===== src/rtl/msr_map.svh =====
// Register map, field positions and timing for the sensor readout block
`ifndef MSR_MAP_SVH
`define MSR_MAP_SVH
// ==========================================
// Register offsets (8-bit register pointer)
`define MSR_REG_CTRL 8'h27
`define MSR_REG_UP   8'h28
`define MSR_REG_LO   8'h29
// ==========================================
// Field positions
`define MSR_F_LPCNT  6:4
`define MSR_F_LOOP   3:2
`define MSR_F_MODE   1:0
`define MSR_B_NEW    7
`define MSR_B_INT    6
`define MSR_B_WIP    20
`define MSR_CTRL_RST 7'h00
// ==========================================
// Timing
`define MSR_CLK_MHZ   250
`define MSR_T_TEMP_MS 8
`define MSR_T_POD_US  1000
`define MSR_LP_TDIV   4'hA
`endif


===== src/rtl/msr_pkg.sv =====
// Types shared by the sensor readout block
`default_nettype none
package msr_pkg;
  typedef enum logic [1:0] {
    MD_ACTIVE, MD_SLEEP, MD_DUTY, MD_UNDEF
  } msr_mode_t;
  typedef enum {SQ_POD, SQ_MEAS, SQ_WAIT, SQ_IDLE, SQ_SLEEP} msr_seq_t;
  typedef enum {I_IDLE, I_ADDR, I_AACK, I_REG, I_RACK, I_WR, I_WACK,
                I_RD, I_MACK} msr_i2c_t;
endpackage
`default_nettype wire


===== src/rtl/msr_readout.sv =====
// Sensor readout: two-wire register slave, data registers, mode sequencer
// Function
// Reads allowed without access code
// Writes need access, except mode field
// Ctrl 6:4 inactive period select
// Ctrl 3:2 readback loop mode
// Upper data word packs MSBs, temp
// New-data flag, cleared by read
// Interrupt flag, latched, write-one clears
// Non-volatile write busy flag
// Lower data word packs LSBs, temp
// Hall mode tag in 7:6
// Axis values twelve-bit two's complement
// Burst halves from same sample
// Temperature is raw twelve-bit code
// Temperature refreshed every 8 ms
// Duty mode temperature every 10 cycles
// Ctrl 1:0 selects operating mode
// Sleep answers bus, stops updates
// Sleep exit waits power-on delay
// Duty mode alternates measure, inactive
// Eight inactive durations 0.5..1000 ms
// Latched interrupt holds output
// Mode 3 behaves as active
`timescale 1ns/1ps
`default_nettype none
`include "msr_map.svh"
module msr_readout #(
  parameter logic [6:0]  DEV_ADDR   = 7'h60,   // Bus address, arbitrary
  parameter int unsigned CYC_PER_US = `MSR_CLK_MHZ,
  parameter int unsigned TEMP_CYC   = `MSR_T_TEMP_MS * 1000 * `MSR_CLK_MHZ,
  parameter int unsigned POD_CYC    = `MSR_T_POD_US * `MSR_CLK_MHZ
) (
  input  wire logic        CORE_CLK,     // Core clock
  input  wire logic        RST,          // Sync reset, high
  input  wire logic        SCL_I,        // Bus clock pin
  input  wire logic        SDA_I,        // Bus data pin in
  output logic             SDA_O,        // Bus data out, always low
  output logic             SDA_OE,       // Pull data low
  input  wire logic        CUST_ACCESS,  // Access mode active
  input  wire logic        INT_LATCH_EN, // Latch interrupt
  input  wire logic        INT_EE_EN,    // Store interrupt in NVM
  input  wire logic        THRESH_HIT,   // Threshold crossed
  input  wire logic        EE_DONE,      // NVM write finished
  output logic             EE_WR,        // NVM write start pulse
  output logic             INT_N,        // Interrupt out, low
  output logic             MEAS_REQ,     // Start one XYZ sample
  input  wire logic        SAMPLE_VLD,   // Sample ready pulse
  input  wire logic [11:0] X_IN,         // X sample
  input  wire logic [11:0] Y_IN,         // Y sample
  input  wire logic [11:0] Z_IN,         // Z sample
  input  wire logic [1:0]  HALL_IN,      // Hall mode of sample
  output logic             TEMP_REQ,     // Start temperature sample
  input  wire logic        TEMP_VLD,     // Temperature ready pulse
  input  wire logic [11:0] TEMP_IN,      // Temperature code
  output logic [1:0]       MODE          // Effective mode
);

  // ==========================================
  // Pin synchronisers
  logic [2:0] scl_s_q, scl_s_d, sda_s_q, sda_s_d;
  logic       scl_f_q, scl_f_d, sda_f_q, sda_f_d, scl_p_q, sda_p_q;
  logic       rise, fall, start, stop;

  // Level accepted once stages two and three agree
  always_comb begin
    scl_s_d = {scl_s_q[1:0], SCL_I};
    sda_s_d = {sda_s_q[1:0], SDA_I};
    scl_f_d = (scl_s_q[1] == scl_s_q[2]) ? scl_s_q[2] : scl_f_q;
    sda_f_d = (sda_s_q[1] == sda_s_q[2]) ? sda_s_q[2] : sda_f_q;
  end

  always_ff @(posedge CORE_CLK) begin
    if (RST) begin
      scl_s_q <= 3'h7;
      sda_s_q <= 3'h7;
      scl_f_q <= 1'b1;
      sda_f_q <= 1'b1;
      scl_p_q <= 1'b1;
      sda_p_q <= 1'b1;
    end else begin
      scl_s_q <= scl_s_d;
      sda_s_q <= sda_s_d;
      scl_f_q <= scl_f_d;
      sda_f_q <= sda_f_d;
      scl_p_q <= scl_f_q;
      sda_p_q <= sda_f_q;
    end
  end

  // Bus events
  assign rise  = scl_f_q & ~scl_p_q;
  assign fall  = ~scl_f_q & scl_p_q;
  assign start = scl_f_q & scl_p_q & sda_p_q & ~sda_f_q;
  assign stop  = scl_f_q & scl_p_q & ~sda_p_q & sda_f_q;

  // ==========================================
  // Register state
  logic [6:0]  ctrl_q, ctrl_d;
  logic [11:0] x_q, x_d, y_q, y_d, z_q, z_d, t_q, t_d;
  logic [1:0]  hall_q, hall_d;
  logic        new_q, new_d, int_q, int_d, wip_q, wip_d, hit_p_q;
  logic [63:0] snap_q, snap_d;
  logic        snap_ok_q, snap_ok_d;
  logic [31:0] up_w, lo_w, rd_w;
  logic        sleep, duty, cap, wr_ctrl, w1c, frozen;
  logic [31:0] wr_w;

  // mode decode
  // undefined mode as active
  assign sleep = (msr_pkg::msr_mode_t'(ctrl_q[`MSR_F_MODE]) == msr_pkg::MD_SLEEP);
  assign duty  = (msr_pkg::msr_mode_t'(ctrl_q[`MSR_F_MODE]) == msr_pkg::MD_DUTY);
  assign MODE  = (sleep | duty) ? ctrl_q[`MSR_F_MODE] : 2'h0;

  // upper word; R11 MSBs are bits 11:4; R13 raw code
  assign up_w = {x_q[11:4], y_q[11:4], z_q[11:4], new_q, int_q, t_q[11:6]};
  // lower word; R8 busy; R10 hall tag
  assign lo_w = {11'h000, wip_q, x_q[3:0], y_q[3:0], z_q[3:0], hall_q, t_q[5:0]};

  // ==========================================
  // Two-wire slave
  msr_pkg::msr_i2c_t st_q, st_d;
  logic [3:0] bc_q, bc_d;
  logic [1:0] bi_q, bi_d;
  logic [7:0] sh_q, sh_d, tx_q, tx_d, ptr_q, ptr_d;
  logic [31:0] wb_q, wb_d;
  logic       oe_q, oe_d, rd_q, rd_d, nak_q, nak_d, commit;

  // next pointer; loops fold lower word back to upper
  function automatic logic [7:0] nxt_ptr(input logic [7:0] p,
                                         input logic [1:0] lp);
    if (lp != 2'h0 && p == `MSR_REG_LO) nxt_ptr = `MSR_REG_UP;
    else nxt_ptr = p + 8'h01;
  endfunction

  // R1 reads need no access mode
  // lower word served from burst snapshot
  always_comb begin
    unique case (ptr_q)
      `MSR_REG_CTRL: rd_w = {25'h0, ctrl_q};
      // Later upper bytes from the snapshot, else the new flag reads cleared
      `MSR_REG_UP:   rd_w = (snap_ok_q && bi_q != 2'h0) ? snap_q[63:32] : up_w;
      `MSR_REG_LO:   rd_w = snap_ok_q ? snap_q[31:0] : lo_w;
      default:       rd_w = 32'h0000_0000;
    endcase
  end

  // Byte loader is shared by address ack and master ack
  always_comb begin
    st_d = st_q; bc_d = bc_q; bi_d = bi_q; sh_d = sh_q; tx_d = tx_q;
    ptr_d = ptr_q; wb_d = wb_q; oe_d = oe_q; rd_d = rd_q; nak_d = nak_q;
    commit = 1'b0; cap = 1'b0; snap_ok_d = snap_ok_q;
    if (start) begin
      st_d = msr_pkg::I_ADDR; bc_d = 4'h0; oe_d = 1'b0; snap_ok_d = 1'b0;
    end else if (stop) begin
      st_d = msr_pkg::I_IDLE; oe_d = 1'b0;
    end else if (rise) begin
      if (st_q == msr_pkg::I_ADDR || st_q == msr_pkg::I_REG ||
          st_q == msr_pkg::I_WR) begin
        sh_d = {sh_q[6:0], sda_f_q};
        bc_d = bc_q + 4'h1;
      end
      if (st_q == msr_pkg::I_MACK) nak_d = sda_f_q;
    end else if (fall) begin
      unique case (st_q)
        msr_pkg::I_ADDR: if (bc_q == 4'h8) begin
          if (sh_q[7:1] == DEV_ADDR) begin
            st_d = msr_pkg::I_AACK; oe_d = 1'b1; rd_d = sh_q[0];
          end else st_d = msr_pkg::I_IDLE;
        end
        msr_pkg::I_REG: if (bc_q == 4'h8) begin
          st_d = msr_pkg::I_RACK; oe_d = 1'b1; ptr_d = sh_q; bi_d = 2'h0;
        end
        msr_pkg::I_WR: if (bc_q == 4'h8) begin
          st_d = msr_pkg::I_WACK; oe_d = 1'b1; wb_d = {wb_q[23:0], sh_q};
          commit = (bi_q == 2'h3);
        end
        msr_pkg::I_RACK: begin
          st_d = msr_pkg::I_WR; oe_d = 1'b0; bc_d = 4'h0;
        end
        msr_pkg::I_WACK: begin
          st_d = msr_pkg::I_WR; oe_d = 1'b0; bc_d = 4'h0; bi_d = bi_q + 2'h1;
          if (bi_q == 2'h3) ptr_d = nxt_ptr(ptr_q, ctrl_q[`MSR_F_LOOP]);
        end
        msr_pkg::I_RD: if (bc_q == 4'h8) begin
          st_d = msr_pkg::I_MACK; oe_d = 1'b0;
        end else begin
          tx_d = {tx_q[6:0], 1'b0}; oe_d = ~tx_q[6]; bc_d = bc_q + 4'h1;
        end
        msr_pkg::I_AACK, msr_pkg::I_MACK: begin
          if (st_q == msr_pkg::I_AACK && !rd_q) begin
            st_d = msr_pkg::I_REG; oe_d = 1'b0; bc_d = 4'h0;
          end else if (st_q == msr_pkg::I_MACK && nak_q) begin
            st_d = msr_pkg::I_IDLE; oe_d = 1'b0;
          end else begin
            tx_d = rd_w[8'(31 - 8 * int'(bi_q)) -: 8];
            oe_d = ~tx_d[7]; st_d = msr_pkg::I_RD; bc_d = 4'h1;
            bi_d = bi_q + 2'h1;
            // snapshot both words at start of upper word
            if (ptr_q == `MSR_REG_UP && bi_q == 2'h0) begin
              cap = 1'b1; snap_ok_d = 1'b1;
            end
            if (bi_q == 2'h3) ptr_d = nxt_ptr(ptr_q, ctrl_q[`MSR_F_LOOP]);
          end
        end
        default: ;
      endcase
    end
  end

  always_ff @(posedge CORE_CLK) begin
    if (RST) begin
      st_q <= msr_pkg::I_IDLE; bc_q <= 4'h0; bi_q <= 2'h0;
      sh_q <= 8'h00; tx_q <= 8'h00; ptr_q <= 8'h00; wb_q <= 32'h0000_0000;
      oe_q <= 1'b0; rd_q <= 1'b0; nak_q <= 1'b0; snap_ok_q <= 1'b0;
    end else begin
      st_q <= st_d; bc_q <= bc_d; bi_q <= bi_d; sh_q <= sh_d; tx_q <= tx_d;
      ptr_q <= ptr_d; wb_q <= wb_d; oe_q <= oe_d; rd_q <= rd_d;
      nak_q <= nak_d; snap_ok_q <= snap_ok_d;
    end
  end

  assign SDA_O  = 1'b0;
  assign SDA_OE = oe_q;
  assign wr_w   = {wb_q[23:0], sh_q};
  // writes gated by access mode, except the mode field
  assign wr_ctrl = commit && ptr_q == `MSR_REG_CTRL;
  // write one to clear the latch
  assign w1c = commit && CUST_ACCESS && ptr_q == `MSR_REG_UP && wr_w[`MSR_B_INT];

  // ==========================================
  // Data and flag registers
  always_comb begin
    ctrl_d = ctrl_q; x_d = x_q; y_d = y_q; z_d = z_q; hall_d = hall_q;
    t_d = t_q; snap_d = snap_q;
    // mode field writable without access; R3 R4 need it
    if (wr_ctrl) begin
      ctrl_d[`MSR_F_MODE] = wr_w[1:0];
      if (CUST_ACCESS) ctrl_d = wr_w[6:0];
    end
    // no updates while asleep
    if (SAMPLE_VLD && !frozen) begin
      x_d = X_IN; y_d = Y_IN; z_d = Z_IN; hall_d = HALL_IN;
    end
    if (TEMP_VLD && !frozen) t_d = TEMP_IN;
    if (cap) snap_d = {up_w, lo_w};
    // set wins over clear on read
    new_d = (SAMPLE_VLD && !frozen) | (new_q & ~cap);
    // latched flag holds until write one
    int_d = THRESH_HIT | (INT_LATCH_EN & int_q & ~w1c);
    // busy from event until write done
    wip_d = (THRESH_HIT & ~hit_p_q & INT_EE_EN) | (wip_q & ~EE_DONE);
  end

  always_ff @(posedge CORE_CLK) begin
    if (RST) begin
      ctrl_q <= `MSR_CTRL_RST; x_q <= 12'h000; y_q <= 12'h000;
      z_q <= 12'h000; t_q <= 12'h000; hall_q <= 2'h0;
      snap_q <= 64'h0; new_q <= 1'b0; int_q <= 1'b0;
      wip_q <= 1'b0; hit_p_q <= 1'b0;
    end else begin
      ctrl_q <= ctrl_d; x_q <= x_d; y_q <= y_d; z_q <= z_d; t_q <= t_d;
      hall_q <= hall_d; snap_q <= snap_d; new_q <= new_d; int_q <= int_d;
      wip_q <= wip_d; hit_p_q <= THRESH_HIT;
    end
  end

  assign INT_N = ~int_q;
  // NVM write kick as the busy flag rises
  assign EE_WR = wip_d & ~wip_q;

  // ==========================================
  // Measurement sequencer
  msr_pkg::msr_seq_t sq_q, sq_d;
  logic [31:0] cnt_q, cnt_d, tc_q, tc_d;
  logic [3:0]  lpc_q, lpc_d;
  logic        lp_temp;

  // Updates stop with the sequencer, so a reply already in flight still lands
  assign frozen = (sq_q == msr_pkg::SQ_SLEEP);

  // inactive time in microseconds
  function automatic logic [31:0] inact_us(input logic [2:0] s);
    unique case (s)
      3'h0: inact_us = 32'h0000_01F4;
      3'h1: inact_us = 32'h0000_03E8;
      3'h2: inact_us = 32'h0000_1388;
      3'h3: inact_us = 32'h0000_2710;
      3'h4: inact_us = 32'h0000_C350;
      3'h5: inact_us = 32'h0001_86A0;
      3'h6: inact_us = 32'h0007_A120;
      default: inact_us = 32'h000F_4240;
    endcase
  endfunction

  // Long waits count up and compare; one counter serves the power-on and inactive waits
  always_comb begin
    sq_d = sq_q; cnt_d = cnt_q + 32'h1; lpc_d = lpc_q; lp_temp = 1'b0;
    unique case (sq_q)
      // sleep exit pays the power-on delay
      msr_pkg::SQ_POD: if (cnt_q >= 32'(POD_CYC - 1)) sq_d = msr_pkg::SQ_MEAS;
      msr_pkg::SQ_MEAS: begin
        sq_d = msr_pkg::SQ_WAIT;
        // one temperature per ten duty cycles
        if (duty) begin
          lpc_d = (lpc_q == `MSR_LP_TDIV - 4'h1) ? 4'h0 : lpc_q + 4'h1;
          lp_temp = (lpc_q == 4'h0);
        end
      end
      msr_pkg::SQ_WAIT: if (SAMPLE_VLD) begin
        // duty mode rests after each sample
        sq_d = duty ? msr_pkg::SQ_IDLE : msr_pkg::SQ_MEAS;
        cnt_d = 32'h0;
      end
      // inactive period from ctrl 6:4
      msr_pkg::SQ_IDLE:
        if (cnt_q >= 32'(inact_us(ctrl_q[`MSR_F_LPCNT]) * CYC_PER_US) - 32'h1)
          sq_d = msr_pkg::SQ_MEAS;
      msr_pkg::SQ_SLEEP: begin
        cnt_d = 32'h0;
        if (!sleep) sq_d = msr_pkg::SQ_POD;
      end
    endcase
    // sleep halts measuring
    if (sleep) sq_d = msr_pkg::SQ_SLEEP;
    if (!duty) lpc_d = 4'h0;
    // temperature every 8 ms outside duty and sleep modes
    tc_d = (tc_q >= 32'(TEMP_CYC - 1) || sleep || duty) ? 32'h0 : tc_q + 32'h1;
  end

  always_ff @(posedge CORE_CLK) begin
    if (RST) begin
      sq_q <= msr_pkg::SQ_POD; cnt_q <= 32'h0; tc_q <= 32'h0; lpc_q <= 4'h0;
    end else begin
      sq_q <= sq_d; cnt_q <= cnt_d; tc_q <= tc_d; lpc_q <= lpc_d;
    end
  end

  assign MEAS_REQ = (sq_q == msr_pkg::SQ_MEAS) && !sleep;
  assign TEMP_REQ = lp_temp ||
                    (!sleep && !duty && tc_q >= 32'(TEMP_CYC - 1));

  // ==========================================
  // Checks
  new_clr_a: assert property (@(posedge CORE_CLK) disable iff (RST)
    cap && !SAMPLE_VLD |=> !new_q) else $error("new flag not cleared");
  new_set_a: assert property (@(posedge CORE_CLK) disable iff (RST)
    SAMPLE_VLD && !frozen |=> new_q) else $error("new flag not set");
  int_hold_a: assert property (@(posedge CORE_CLK) disable iff (RST)
    int_q && INT_LATCH_EN && !w1c |=> !INT_N) else $error("latch lost");
  sleep_frz_a: assert property (@(posedge CORE_CLK) disable iff (RST)
    sleep && $stable(ctrl_q) |=> $stable(x_q) && $stable(t_q))
    else $error("update in sleep");
  ctrl_grd_a: assert property (@(posedge CORE_CLK) disable iff (RST)
    wr_ctrl && !CUST_ACCESS |=> ctrl_q[6:2] == $past(ctrl_q[6:2]))
    else $error("guarded write taken");
  mode3_a: assert property (@(posedge CORE_CLK) disable iff (RST)
    ctrl_q[1:0] == 2'h3 && $stable(ctrl_q) |-> MODE == 2'h0 && sq_q != msr_pkg::SQ_SLEEP)
    else $error("mode 3 not active");
  wake_a: assert property (@(posedge CORE_CLK) disable iff (RST)
    sq_q == msr_pkg::SQ_SLEEP && !sleep |=> sq_q == msr_pkg::SQ_POD ##1
    !MEAS_REQ) else $error("wake without delay");
  snap_a: assert property (@(posedge CORE_CLK) disable iff (RST)
    cap |=> snap_q == {$past(up_w), $past(lo_w)} && snap_ok_q)
    else $error("snapshot mismatch");
  wip_a: assert property (@(posedge CORE_CLK) disable iff (RST)
    wip_q && EE_DONE && !THRESH_HIT |=> !wip_q) else $error("busy stuck");

endmodule // msr_readout
`default_nettype wire


===== config.mk =====
export PLATFORM = sky130hd
export DESIGN_NAME = msr_readout
export DESIGN_NICKNAME = d
export VERILOG_FILES = /design/src/rtl/msr_pkg.sv /design/src/rtl/msr_readout.sv
export VERILOG_INCLUDE_DIRS = /design/src /design/src/rtl
export SDC_FILE = /design/constraint.sdc
export NUM_CORES = 1
export LEC_CHECK = 0
export ABC_AREA = 1
export BUFFER_PORTS_ARGS = -buffer_cell sky130_fd_sc_hd__buf_2
export CORE_MARGIN = 8
export CORE_UTILIZATION = 65
export DETAILED_ROUTE_END_ITERATION = 7
export GPL_TIMING_DRIVEN = 0
export PLACE_DENSITY = 0.87
export SLEW_MARGIN = 10
export SYNTH_ARGS = -nofsm -noshare
export SYNTH_HDL_FRONTEND = slang
export SYNTH_SLANG_ARGS = --single-unit
export TNS_END_PERCENT = 1

===== constraint.sdc =====
create_clock -name CORE_CLK -period 12.75 [get_ports CORE_CLK]
set_clock_uncertainty 0.05 [all_clocks]
set_input_delay 1.275 -clock CORE_CLK [delete_from_list [all_inputs] [get_ports CORE_CLK]]
set_output_delay 1.275 -clock CORE_CLK [all_outputs]
set_load 0.05 [all_outputs]

Word level (Yosys, flattened, before mapping)
Index checks and enable logic that the tools add are counted.
- bits in registers: 289
- bits of input ports: 61
- output and inout bits: 8
- logic and storage cells: 271
- $add $sub $neg: 8
- $mul: 1
- magnitude comparators: 3
- equal/unequal tests: 59
- shifts and indexed selects: 1
- mux-type cells: 71
- bitwise operators: 36
- reductions and logical operators: 58
- operator list (kind ; number):
    $mux W32 ; 10
    $eq A32 B3 Y1 const B ; 7
    $eq A32 B2 Y1 const B ; 6
    $pmux W32 S6 ; 1
    $pmux W32 S5 ; 1
    $pmux W20 S7 ; 1
    $eq A32 B4 Y1 const B ; 3
    $pmux W32 S3 ; 1
    $add A32 B1 Y32 const B ; 2
    $eq A32 B1 Y1 const B ; 2
    $pmux W32 S2 ; 1
    $mux W8 ; 5
    $shiftx A39 B6 Y8 ; 1
    $eq A32 B5 Y1 const B ; 1
    $ge A32 B18 Y1 const B ; 1
    $ge A32 B21 Y1 const B ; 1
    $ge A32 B32 Y1 ; 1
    $logic_not A32 Y1 ; 1
    $mul A32 B7 Y31 const B ; 1
    $sub A32 B1 Y32 const B ; 1
    $mux W4 ; 7
    $reduce_and A7 Y1 ; 4
    $mux W1 ; 26
    $eq A8 B6 Y1 const B ; 3
    other kinds (48) ; 149

Longest topological paths before layout
Gate-level depths: netlist of the first run.
- depth in word-level cells: 13
- depth in mapped cells: 39
- mapped depth without buffers: 38

Worst setup path after synthesis of the first run
Ideal clock, no wire load.
- path type: register to register
- from: register ctrl_q[6]
- to: register sq_q[1]
- setup time: 0.056 ns
- data arrival time: 5.863 ns
- data required time: 12.644 ns
- path slack: 6.781 ns
- cell stages (with the launch flop): 33
- path buffers: 0
- period minus slack after synthesis: 5.969 ns
- path through: dfxtp_1 nand2_2 inv_1 nand2_1 o21ai_0 inv_1 nand2_1 inv_1 fa_1 fa_1 fa_1 inv_1 fa_1 inv_1 ha_1 a21oi_1 nand2_1 xor2_1 nand2_1 nor2_4 nand3_1 nand2_1 nand2_1 ha_1 a21oi_1 nor2_1 nor2_1 nand3_1 a21oi_1 nand2_1 nand3_1 nand2_1 inv_1
- cells in the longest elaborated chain, start to end: 8
- elaborated cells on any way between the ends: 14
- those cells by class: 1 x add/sub; 1 x mul; 1 x order compare; 7 x eq/ne; 2 x mux; 2 x reduce/logical
- RTL lines (item ; RTL line ; RTL):
    start: declaration ; msr_readout.sv:99 ; logic [6:0] ctrl_q, ctrl_d;
    start signal: assignment ; msr_readout.sv:257 ; ctrl_q <= `MSR_CTRL_RST; x_q <= 12'h000; y_q <= 12'h000;
    start signal: assignment ; msr_readout.sv:262 ; ctrl_q <= ctrl_d; x_q <= x_d; y_q <= y_d; z_q <= z_d; t_q <= t_d;
    $eq A3 B3 Y1 (tied with other cells) ; msr_readout.sv:284 ; unique case (s)
    $pmux W20 S7 * ; msr_readout.sv:284 ;
    $mux W32 * ; msr_readout.sv:299 ; unique case (sq_q)
    $mul A32 B7 Y31 * ; msr_readout.sv:317 ; if (cnt_q >= 32'(inact_us(ctrl_q[`MSR_F_LPCNT]) * CYC_PER_US) - 32'h1)
    $sub A32 B1 Y32 * ; msr_readout.sv:317 ;
    $ge A32 B32 Y1 * ; msr_readout.sv:317 ;
    $ne A2 B2 Y1 (no line) * ; -- ;
    $reduce_and A3 Y1 (no line) * ; -- ;
    end signal: assignment ; msr_readout.sv:335 ; sq_q <= sq_d; cnt_q <= cnt_d; tc_q <= tc_d; lpc_q <= lpc_d;
    end: declaration ; msr_readout.sv:274 ; msr_pkg::msr_seq_t sq_q, sq_d;
Mark *: on every way between the ends. The rest lies on a longest branch, timed or not. The select of a mux whose other input is x is not followed.
A chain may end at the register's enable or synchronous reset.

Worst setup path after layout of the first run
Same ends and word-level chain as after synthesis.

==> flow_summary.json, run 1 <==
{
  "post_cts_buffers": 0,
  "die_y_um": 164,
  "die_area_um2": 26800,
  "crit_required_ns": 13.12,
  "final_common_cell": "nand2_1",
  "vias": 13999,
  "synth_ff_type": "dfxtp_1",
  "maxSlewHeadroom_pct": 33.6,
  "final_area_um2": 15800,
  "wl_per_cell_um": 15.5,
  "clockRootBuffer": "clkbuf_16",
  "layout_min_cycle_time_ns": 7.02,
  "htree_levels": 1,
  "r2r-end": "sq_q[1]",
  "end_kind": "flip-flop",
  "finalPower_mw": 1.63,
  "rsz0062_at_grt": "no",
  "worstMarginPinSlew_ns": 0.992,
  "io_buffer_count": 67,
  "remaining_drc_errors": 0,
  "outcome": "finished clean",
  "clkTransAtPathRegs_ns": 0.06,
  "reg2reg_slack_ns": 5.73,
  "clock-sinks": 232,
  "hold_start": "scl_s_q[0]",
  "drive_above_1_share_pct": 8.72,
  "arrival_ns": 7.39,
  "fmax_mhz": 142,
  "hold_end": "scl_s_q[1]",
  "fin_crit_sh_pct": 55.0,
  "grt_overflow": 0,
  "final_cell_mix": "388 x nand2_1, 321 x nor2_1, 232 x dfxtp_1, 228 x inv_1, 141 x o21ai_0",
  "crit_top_cell": "nand2_1",
  "drt_iter0_drc": 1212,
  "place_area_um2": 14900,
  "r2r.worst_path.cells": 32,
  "syn-cell-area_um2": 14200,
  "initial_core_util_pct": 65.6,
  "core-area_um2": 21600,
  "num_rows": 54,
  "yosysSeqAreaShare_pct": 32.7,
  "ios": 69,
  "p_leak_nw": 7.22,
  "finalMaxSlewViolations": 0,
  "regToRegStartpoint": "ctrl_q[6]",
  "path_class": "reg -> reg",
  "grt_antenna_before_repair": 0,
  "crit_fanout": 9,
  "slowest_delay_ns": 0.57,
  "power.density_nw_per_um2": 103,
  "cts_hold_buf": 0,
  "grt_use_total_pct": 27.9,
  "cts.path.max_buffers": 3,
  "hold_viol_final": 0,
  "die_w_um": 164,
  "cts_inserted_buffers": 25,
  "cp_slowest_cell": "fa_1",
  "critPathLaunchType": "flip-flop",
  "ys_ff_latch": 232,
  "hpwl_mm": 28.8,
  "synthCells": 2056,
  "timing.critical_path.from": "ctrl_q[6]",
  "area_growth_pct": 11.5,
  "cts_resized": 0,
  "synthXorXnorAreaFrac_pct": 2.84,
  "synth-compound-area-share_pct": 14.3,
  "ys_async_sr_fraction_pct": 0,
  "hold_depth": 1,
  "gp_congestion": 0.983,
  "hold_ws_ns": 0.362,
  "yosys.area_share.simple_pct": 29.0,
  "nets": 2344,
  "setup_viol": 0,
  "avgSynthCellArea_um2": 6.90,
  "final_util_pct": 73.2,
  "viasPerCell": 5.69,
  "cap_violations": 0,
  "grt_pass1_wl_mm": 62.4,
  "synth_warnings": 0,
  "cts_tree": "yes",
  "ir_drop_v": 0.000125,
  "insertion_delay_ns": 0.53,
  "grt_max_degree": 15,
  "synth_cell_type_count": 50,
  "firstDrtPassIters": 6,
  "drtAntennaViolNets": 0,
  "synth_top_family_by_area": "simple AND/OR/NAND/NOR gates",
  "hold_class": "reg -> reg",
  "grt_pass1_vias": 13190,
  "synth_edf_count": 0,
  "tns_ns": 0,
  "synthAdderAreaFrac_pct": 12.2,
  "diodes": 0,
  "wl_mm": 38.2,
  "synth_mux_area_share_pct": 0
}
[synth_stat cells, types with 4 or more instances]
cell type / number / area (µm²)
nand2_1: 388 / 1460
nor2_1: 321 / 1200
dfxtp_1: 232 / 4640
inv_1: 228 / 856
o21ai_0: 141 / 706
a21oi_1: 137 / 686
nand3_1: 116 / 581
ha_1: 92 / 1150
o21ai_1: 65 / 325
nor3_1: 47 / 235
clkbuf_1: 40 / 150
fa_1: 29 / 581
nand4_1: 29 / 181
xor2_1: 29 / 254
xnor2_1: 17 / 149
buf_2: 11 / 55.1
inv_2: 11 / 41.3
or2_2: 9 / 56.3
buf_4: 8 / 60.1
o22ai_1: 8 / 50.1
nor2_2: 7 / 43.8
nor4_1: 7 / 43.8
a211oi_1: 6 / 45.0
buf_6: 6 / 67.6
nand2_2: 6 / 37.5
a21o_1: 5 / 37.5
a31oi_1: 5 / 31.3
nand3_2: 5 / 50.1
nand2_4: 4 / 45.0
nor3b_1: 4 / 30.0
o211ai_1: 4 / 30.0
o21bai_1: 4 / 30.0
[cells by family after synthesis]
| kind of cell | count (synthesis) |
|---|---|
| simple gates | 960 |
| compound gates | 386 |
| buf+inv | 310 |
| flops | 232 |
| xor+xnor | 46 |
| fa+ha+maj | 121 |
| other cells | 1 |
[worst max-delay path, delay by kind of cell (launching register included)]
family	cells	cell delay [ns]
compound gates	2	0.62
flops	1	0.56
simple gates	15	1.80
xor+xnor	2	0.39
fa+ha+maj	6	2.71
buf+inv	7	0.77
[layout make-up]
class                      instances  area, µm²
fill                            1813       5800
buffer                            68        344
clock buffer                      30        684
sequential                       232       4640
inverter                         242        911
multi-input combinational       1526       8330
clock inverter                    15        220
tap                              280        350
timing repair buffer              67        335
[registers in the layout, indices dropped and copies added, names as in the netlist, 2 cells and up]
register  count
sda_s_q       3
x_q          12
snap_q       53
z_q          12
scl_s_q       3
st_q          4
t_q          12
ctrl_q        7
lpc_q         4
cnt_q        32
hall_q        2
bc_q          4
bi_q          2
sq_q          3
y_q          12
sh_q          8
tc_q         32
ptr_q         8
tx_q          7
[per-stage QoR]
stage | cells | setup WS, ns
final | 2460 | 5.73
after global routing | 2460 | 5.26
after CTS | 2460 | 5.77
after detailed placement | 2415 | 5.86
after global placement | 2415 | 6.02
after floorplan | 2068 | 6.78
[routing by layer]
metal	vias up	track usage, %	wire [µm]
li1	6898	-	-
met1	6408	34.8	16200
met5	-	0	0
met4	0	10.2	1260
met3	118	3.63	2440
met2	575	48.6	18200
[power breakdown]
group / internal [mW] / switching, mW / leakage, nW
combinational: 0.0283 / 0.0610 / 4.89
clock: 0.486 / 0.307 / 0.442
sequential: 0.742 / 0.0102 / 1.89
[how the worst max path moves through the flow]
stage,to,cells past startpoint
2_1_floorplan,sq_q[1],32
3_3_place_gp,sq_q[1],32
3_5_place_dp,sq_q[1],32
4_1_cts,sq_q[1],32
5_1_grt,sq_q[1],34
6_report,sq_q[1],32
No activity file was read; power rests on OpenSTA's default activity.
==> run 2, diff against run 1 <==
--- a/config.mk
+++ b/config.mk
@@ -6,13 +6,13 @@
 export SDC_FILE = /design/constraint.sdc
 export NUM_CORES = 1
 export LEC_CHECK = 0
-export ABC_AREA = 1
+export ABC_AREA = 0
 export BUFFER_PORTS_ARGS = -buffer_cell sky130_fd_sc_hd__buf_2
 export CORE_MARGIN = 8
-export CORE_UTILIZATION = 65
+export CORE_UTILIZATION = 56
 export DETAILED_ROUTE_END_ITERATION = 7
 export GPL_TIMING_DRIVEN = 0
-export PLACE_DENSITY = 0.87
+export PLACE_DENSITY = 0.8
 export SLEW_MARGIN = 10
 export SYNTH_ARGS = -nofsm -noshare
 export SYNTH_HDL_FRONTEND = slang
==> constraint.sdc (replaced) <==
create_clock -name CORE_CLK -period 6.1 [get_ports CORE_CLK]
set_clock_uncertainty 0.05 [all_clocks]
set_input_delay 0.61 -clock CORE_CLK [delete_from_list [all_inputs] [get_ports CORE_CLK]]
set_output_delay 0.61 -clock CORE_CLK [all_outputs]
set_load 0.05 [all_outputs]
==> run 2 against run 1 <==
Compared with the run above:
- the run now ends with negative setup slack left
- setup slack worse by 5.9 ns
- cell area increased by 0.81%
- sequential power increased by 110%
- via count down 11%
- maximum frequency up 12%
- first-iteration DRC count decreased by 15%
- final cell count down 12%
- sequential share of layout area fell by 0.21 points
- register-to-register slack worse by 5.9 ns
- sequential cell count unchanged
- global-route usage shrank 4.2 points
- largest power group unchanged
- highest routed layer unchanged
==> flow_summary.json, run 2 <==
{
  "largest_reg_flops": 53,
  "diodes": 0,
  "grt_antenna_before_repair": 0,
  "firstDrtPassIters": 6,
  "layout_min_cycle_time_ns": 6.28,
  "drtAntennaViolNets": 0,
  "place_area_um2": 14500,
  "remaining_drc_errors": 0,
  "syn-cell-area_um2": 13700,
  "cts.path.max_buffers": 3,
  "largestRegisters": "snap_q: 53 flops, cnt_q: 32 flops, tc_q: 32 flops",
  "grt_use_total_pct": 23.7,
  "nets": 1997,
  "end_kind": "flip-flop",
  "io_buffer_count": 67,
  "synthTopCellsByCount": "284 x nand2_1, 232 x dfxtp_1, 177 x a21oi_1",
  "area_growth_pct": 16.5,
  "power.density_nw_per_um2": 210,
  "initial_core_util_pct": 56.6,
  "num_rows": 57,
  "post-place-cells": 2082,
  "wl_mm": 36.3,
  "outcome": "complete, but fails checks",
  "use_met1_pct": 30.5,
  "reg2reg_slack_ns": -0.18,
  "gp_congestion": 0.941,
  "synth_cell_type_count": 83,
  "ys_ff_latch": 232,
  "fmax_mhz": 159,
  "timing.critical_path.from": "ctrl_q[6]",
  "p_leak_nw": 6.60,
  "grt_pass1_wl_mm": 57.9,
  "synth_most_common_cell": "nand2_1",
  "grt_max_degree": 16,
  "hold_end": "sda_s_q[0]",
  "crit_fanout": 10,
  "met2_usage_pct": 40.1,
  "vias": 12423,
  "cts_inserted_buffers": 26,
  "arrival_ns": 6.70,
  "synth_ff_type": "dfxtp_1",
  "violations": "negative setup slack",
  "grtUsageMet3_pct": 3.52,
  "ios": 69,
  "setup_viol": 1,
  "die_w_um": 172,
  "hold_depth": 2,
  "cts_hold_buf": 0,
  "fin_ws_ns": -0.176,
  "r2r-end": "sq_q[1]",
  "grt_pass1_vias": 11834,
  "cap_violations": 0,
  "synth_top_cell_area_share_pct": 33.9,
  "yosysSeqAreaShare_pct": 33.9,
  "regMostFlops": "snap_q",
  "final_cell_mix": "282 x nand2_1, 230 x dfxtp_1, 174 x a21oi_1, 150 x nor2_1, 85 x ha_1",
  "rsz0062_at_grt": "yes",
  "synth_warnings": 0,
  "die_area_um2": 29700,
  "htree_levels": 1,
  "drt_iter0_drc": 1036,
  "synthCells": 1679,
  "insertion_delay_ns": 0.54,
  "synth_edf_count": 0,
  "clockRootBuffer": "clkbuf_16",
  "final_area_um2": 16000,
  "viasPerCell": 5.76,
  "cts_tree": "yes",
  "wl_per_cell_um": 16.8,
  "core-area_um2": 24200,
  "maxSlewHeadroom_pct": 40.3,
  "finalMaxSlewViolations": 0,
  "ys_async_sr_fraction_pct": 0,
  "hold_start": "SDA_I",
  "worstMarginPinSlew_ns": 0.886,
  "drive_above_1_share_pct": 13.2,
  "synth.largest_area_cell": "dfxtp_1",
  "final_common_cell": "nand2_1",
  "synth.area.top_cells": "dfxtp_1 34%, ha_1 8.4%, nand2_1 7.8%, a21oi_1 6.5%, nor2_1 4.2%",
  "path_class": "reg -> reg",
  "die_y_um": 172,
  "ir_drop_v": 0.000255,
  "clock-sinks": 232,
  "regToRegStartpoint": "ctrl_q[6]",
  "grt_overflow": 0,
  "critPathLaunchType": "flip-flop",
  "clkTransAtPathRegs_ns": 0.06,
  "crit_required_ns": 6.52,
  "r2r.worst_path.cells": 26,
  "hpwl_mm": 26.2,
  "hold_class": "in -> reg",
  "top_usage_layer": "met2",
  "final_cell_count_no_fill": 2158,
  "hold_viol_final": 0,
  "avgSynthCellArea_um2": 8.16,
  "fin_crit_sh_pct": 103
}
run 2: metrics by stage:
stage,util [%],setup WS [ns],power [mW],TNS (ns),hold WS (ns)
final,66.0,-0.176,3.35,-0.176,0.220
after global routing,66.0,-0.460,3.45,-0.460,0.207
after CTS,65.2,-0.228,3.36,-0.228,0.205
after detailed placement,60.0,-0.969,1.72,-0.969,0.347
after global placement,60.0,-0.874,1.71,-0.874,0.348
after floorplan,-,0.0133,1.66,0,0.339
run 2: worst max-delay path by stage:
stage	end	slack (ns)	cells after the start
2_1_floorplan	sq_q[1]	0.01	30
3_3_place_gp	sq_q[1]	-0.87	27
3_5_place_dp	sq_q[1]	-0.97	27
4_1_cts	sq_q[1]	-0.23	30
5_1_grt	sq_q[1]	-0.46	29
6_report	sq_q[1]	-0.18	26
run 2: timing repair:
| action | 4_1_cts | 5_1_grt |
|---|---|---|
| endpoints found under the setup margin | 1 | 1 |
| pin swaps | 26 | 29 |
| resized for setup | 45 | 26 |
| setup buffers | 19 | 11 |
run 2: logic make-up after synthesis:
logic type | count (synthesis) | share of synthesized area [%]
simple gates | 640 | 21.7
compound gates | 361 | 16.1
flops | 232 | 33.9
buf+inv | 171 | 5.07
fa+ha+maj | 121 | 12.6
xor+xnor | 92 | 5.88
mux | 61 | 4.73
other cells | 1 | 0.0274
run 2: routing by layer:
metal  part of all wire, %  vias up
met5                     0        -
met2                    47      423
li1                      -     6056
met3                   5.8       84
met4                   2.9        0
met1                    44     5860
run 2: power breakdown:
| part | switching [mW] | total [mW] | internal (mW) |
|---|---|---|---|
| Sequential | 0.0221 | 1.56 | 1.54 |
| Clock | 0.671 | 1.66 | 0.990 |
| Combinational | 0.0759 | 0.119 | 0.0435 |
| Total | 0.770 | 3.35 | 2.58 |
run 2: worst max-delay path: stages (launching register included):
cell and delay [ns]:
dfxtp_1 0.31, buf_6 0.14, buf_8 0.14, or3_4 0.40, inv_6 0.07, fa_1 0.41, xor2_1 0.16, ha_1 0.27
inv_1 0.05, fa_1 0.48, fa_1 0.50, inv_1 0.06, ha_4 0.18, a21o_1 0.23, a31oi_1 0.19, o311ai_2 0.12
or3_4 0.42, or3_4 0.41, nor4_4 0.29, xnor2_1 0.11, ha_1 0.33, a21oi_2 0.13, nor2b_1 0.05, o21ai_1 0.13
nor4bb_4 0.31, o31ai_2 0.12, a21oi_1 0.14
run 2: final cells by class:
| type | count | area (µm²) |
|---|---|---|
| Inverter | 86 | 337 |
| Clock inverter | 16 | 219 |
| Fill cell | 1965 | 8230 |
| Tap cell | 324 | 405 |
| Timing Repair Buffer | 97 | 561 |
| Multi-Input combinational cell | 1288 | 8650 |
| Buffer | 84 | 434 |
| Clock buffer | 31 | 691 |
| Sequential cell | 232 | 4650 |
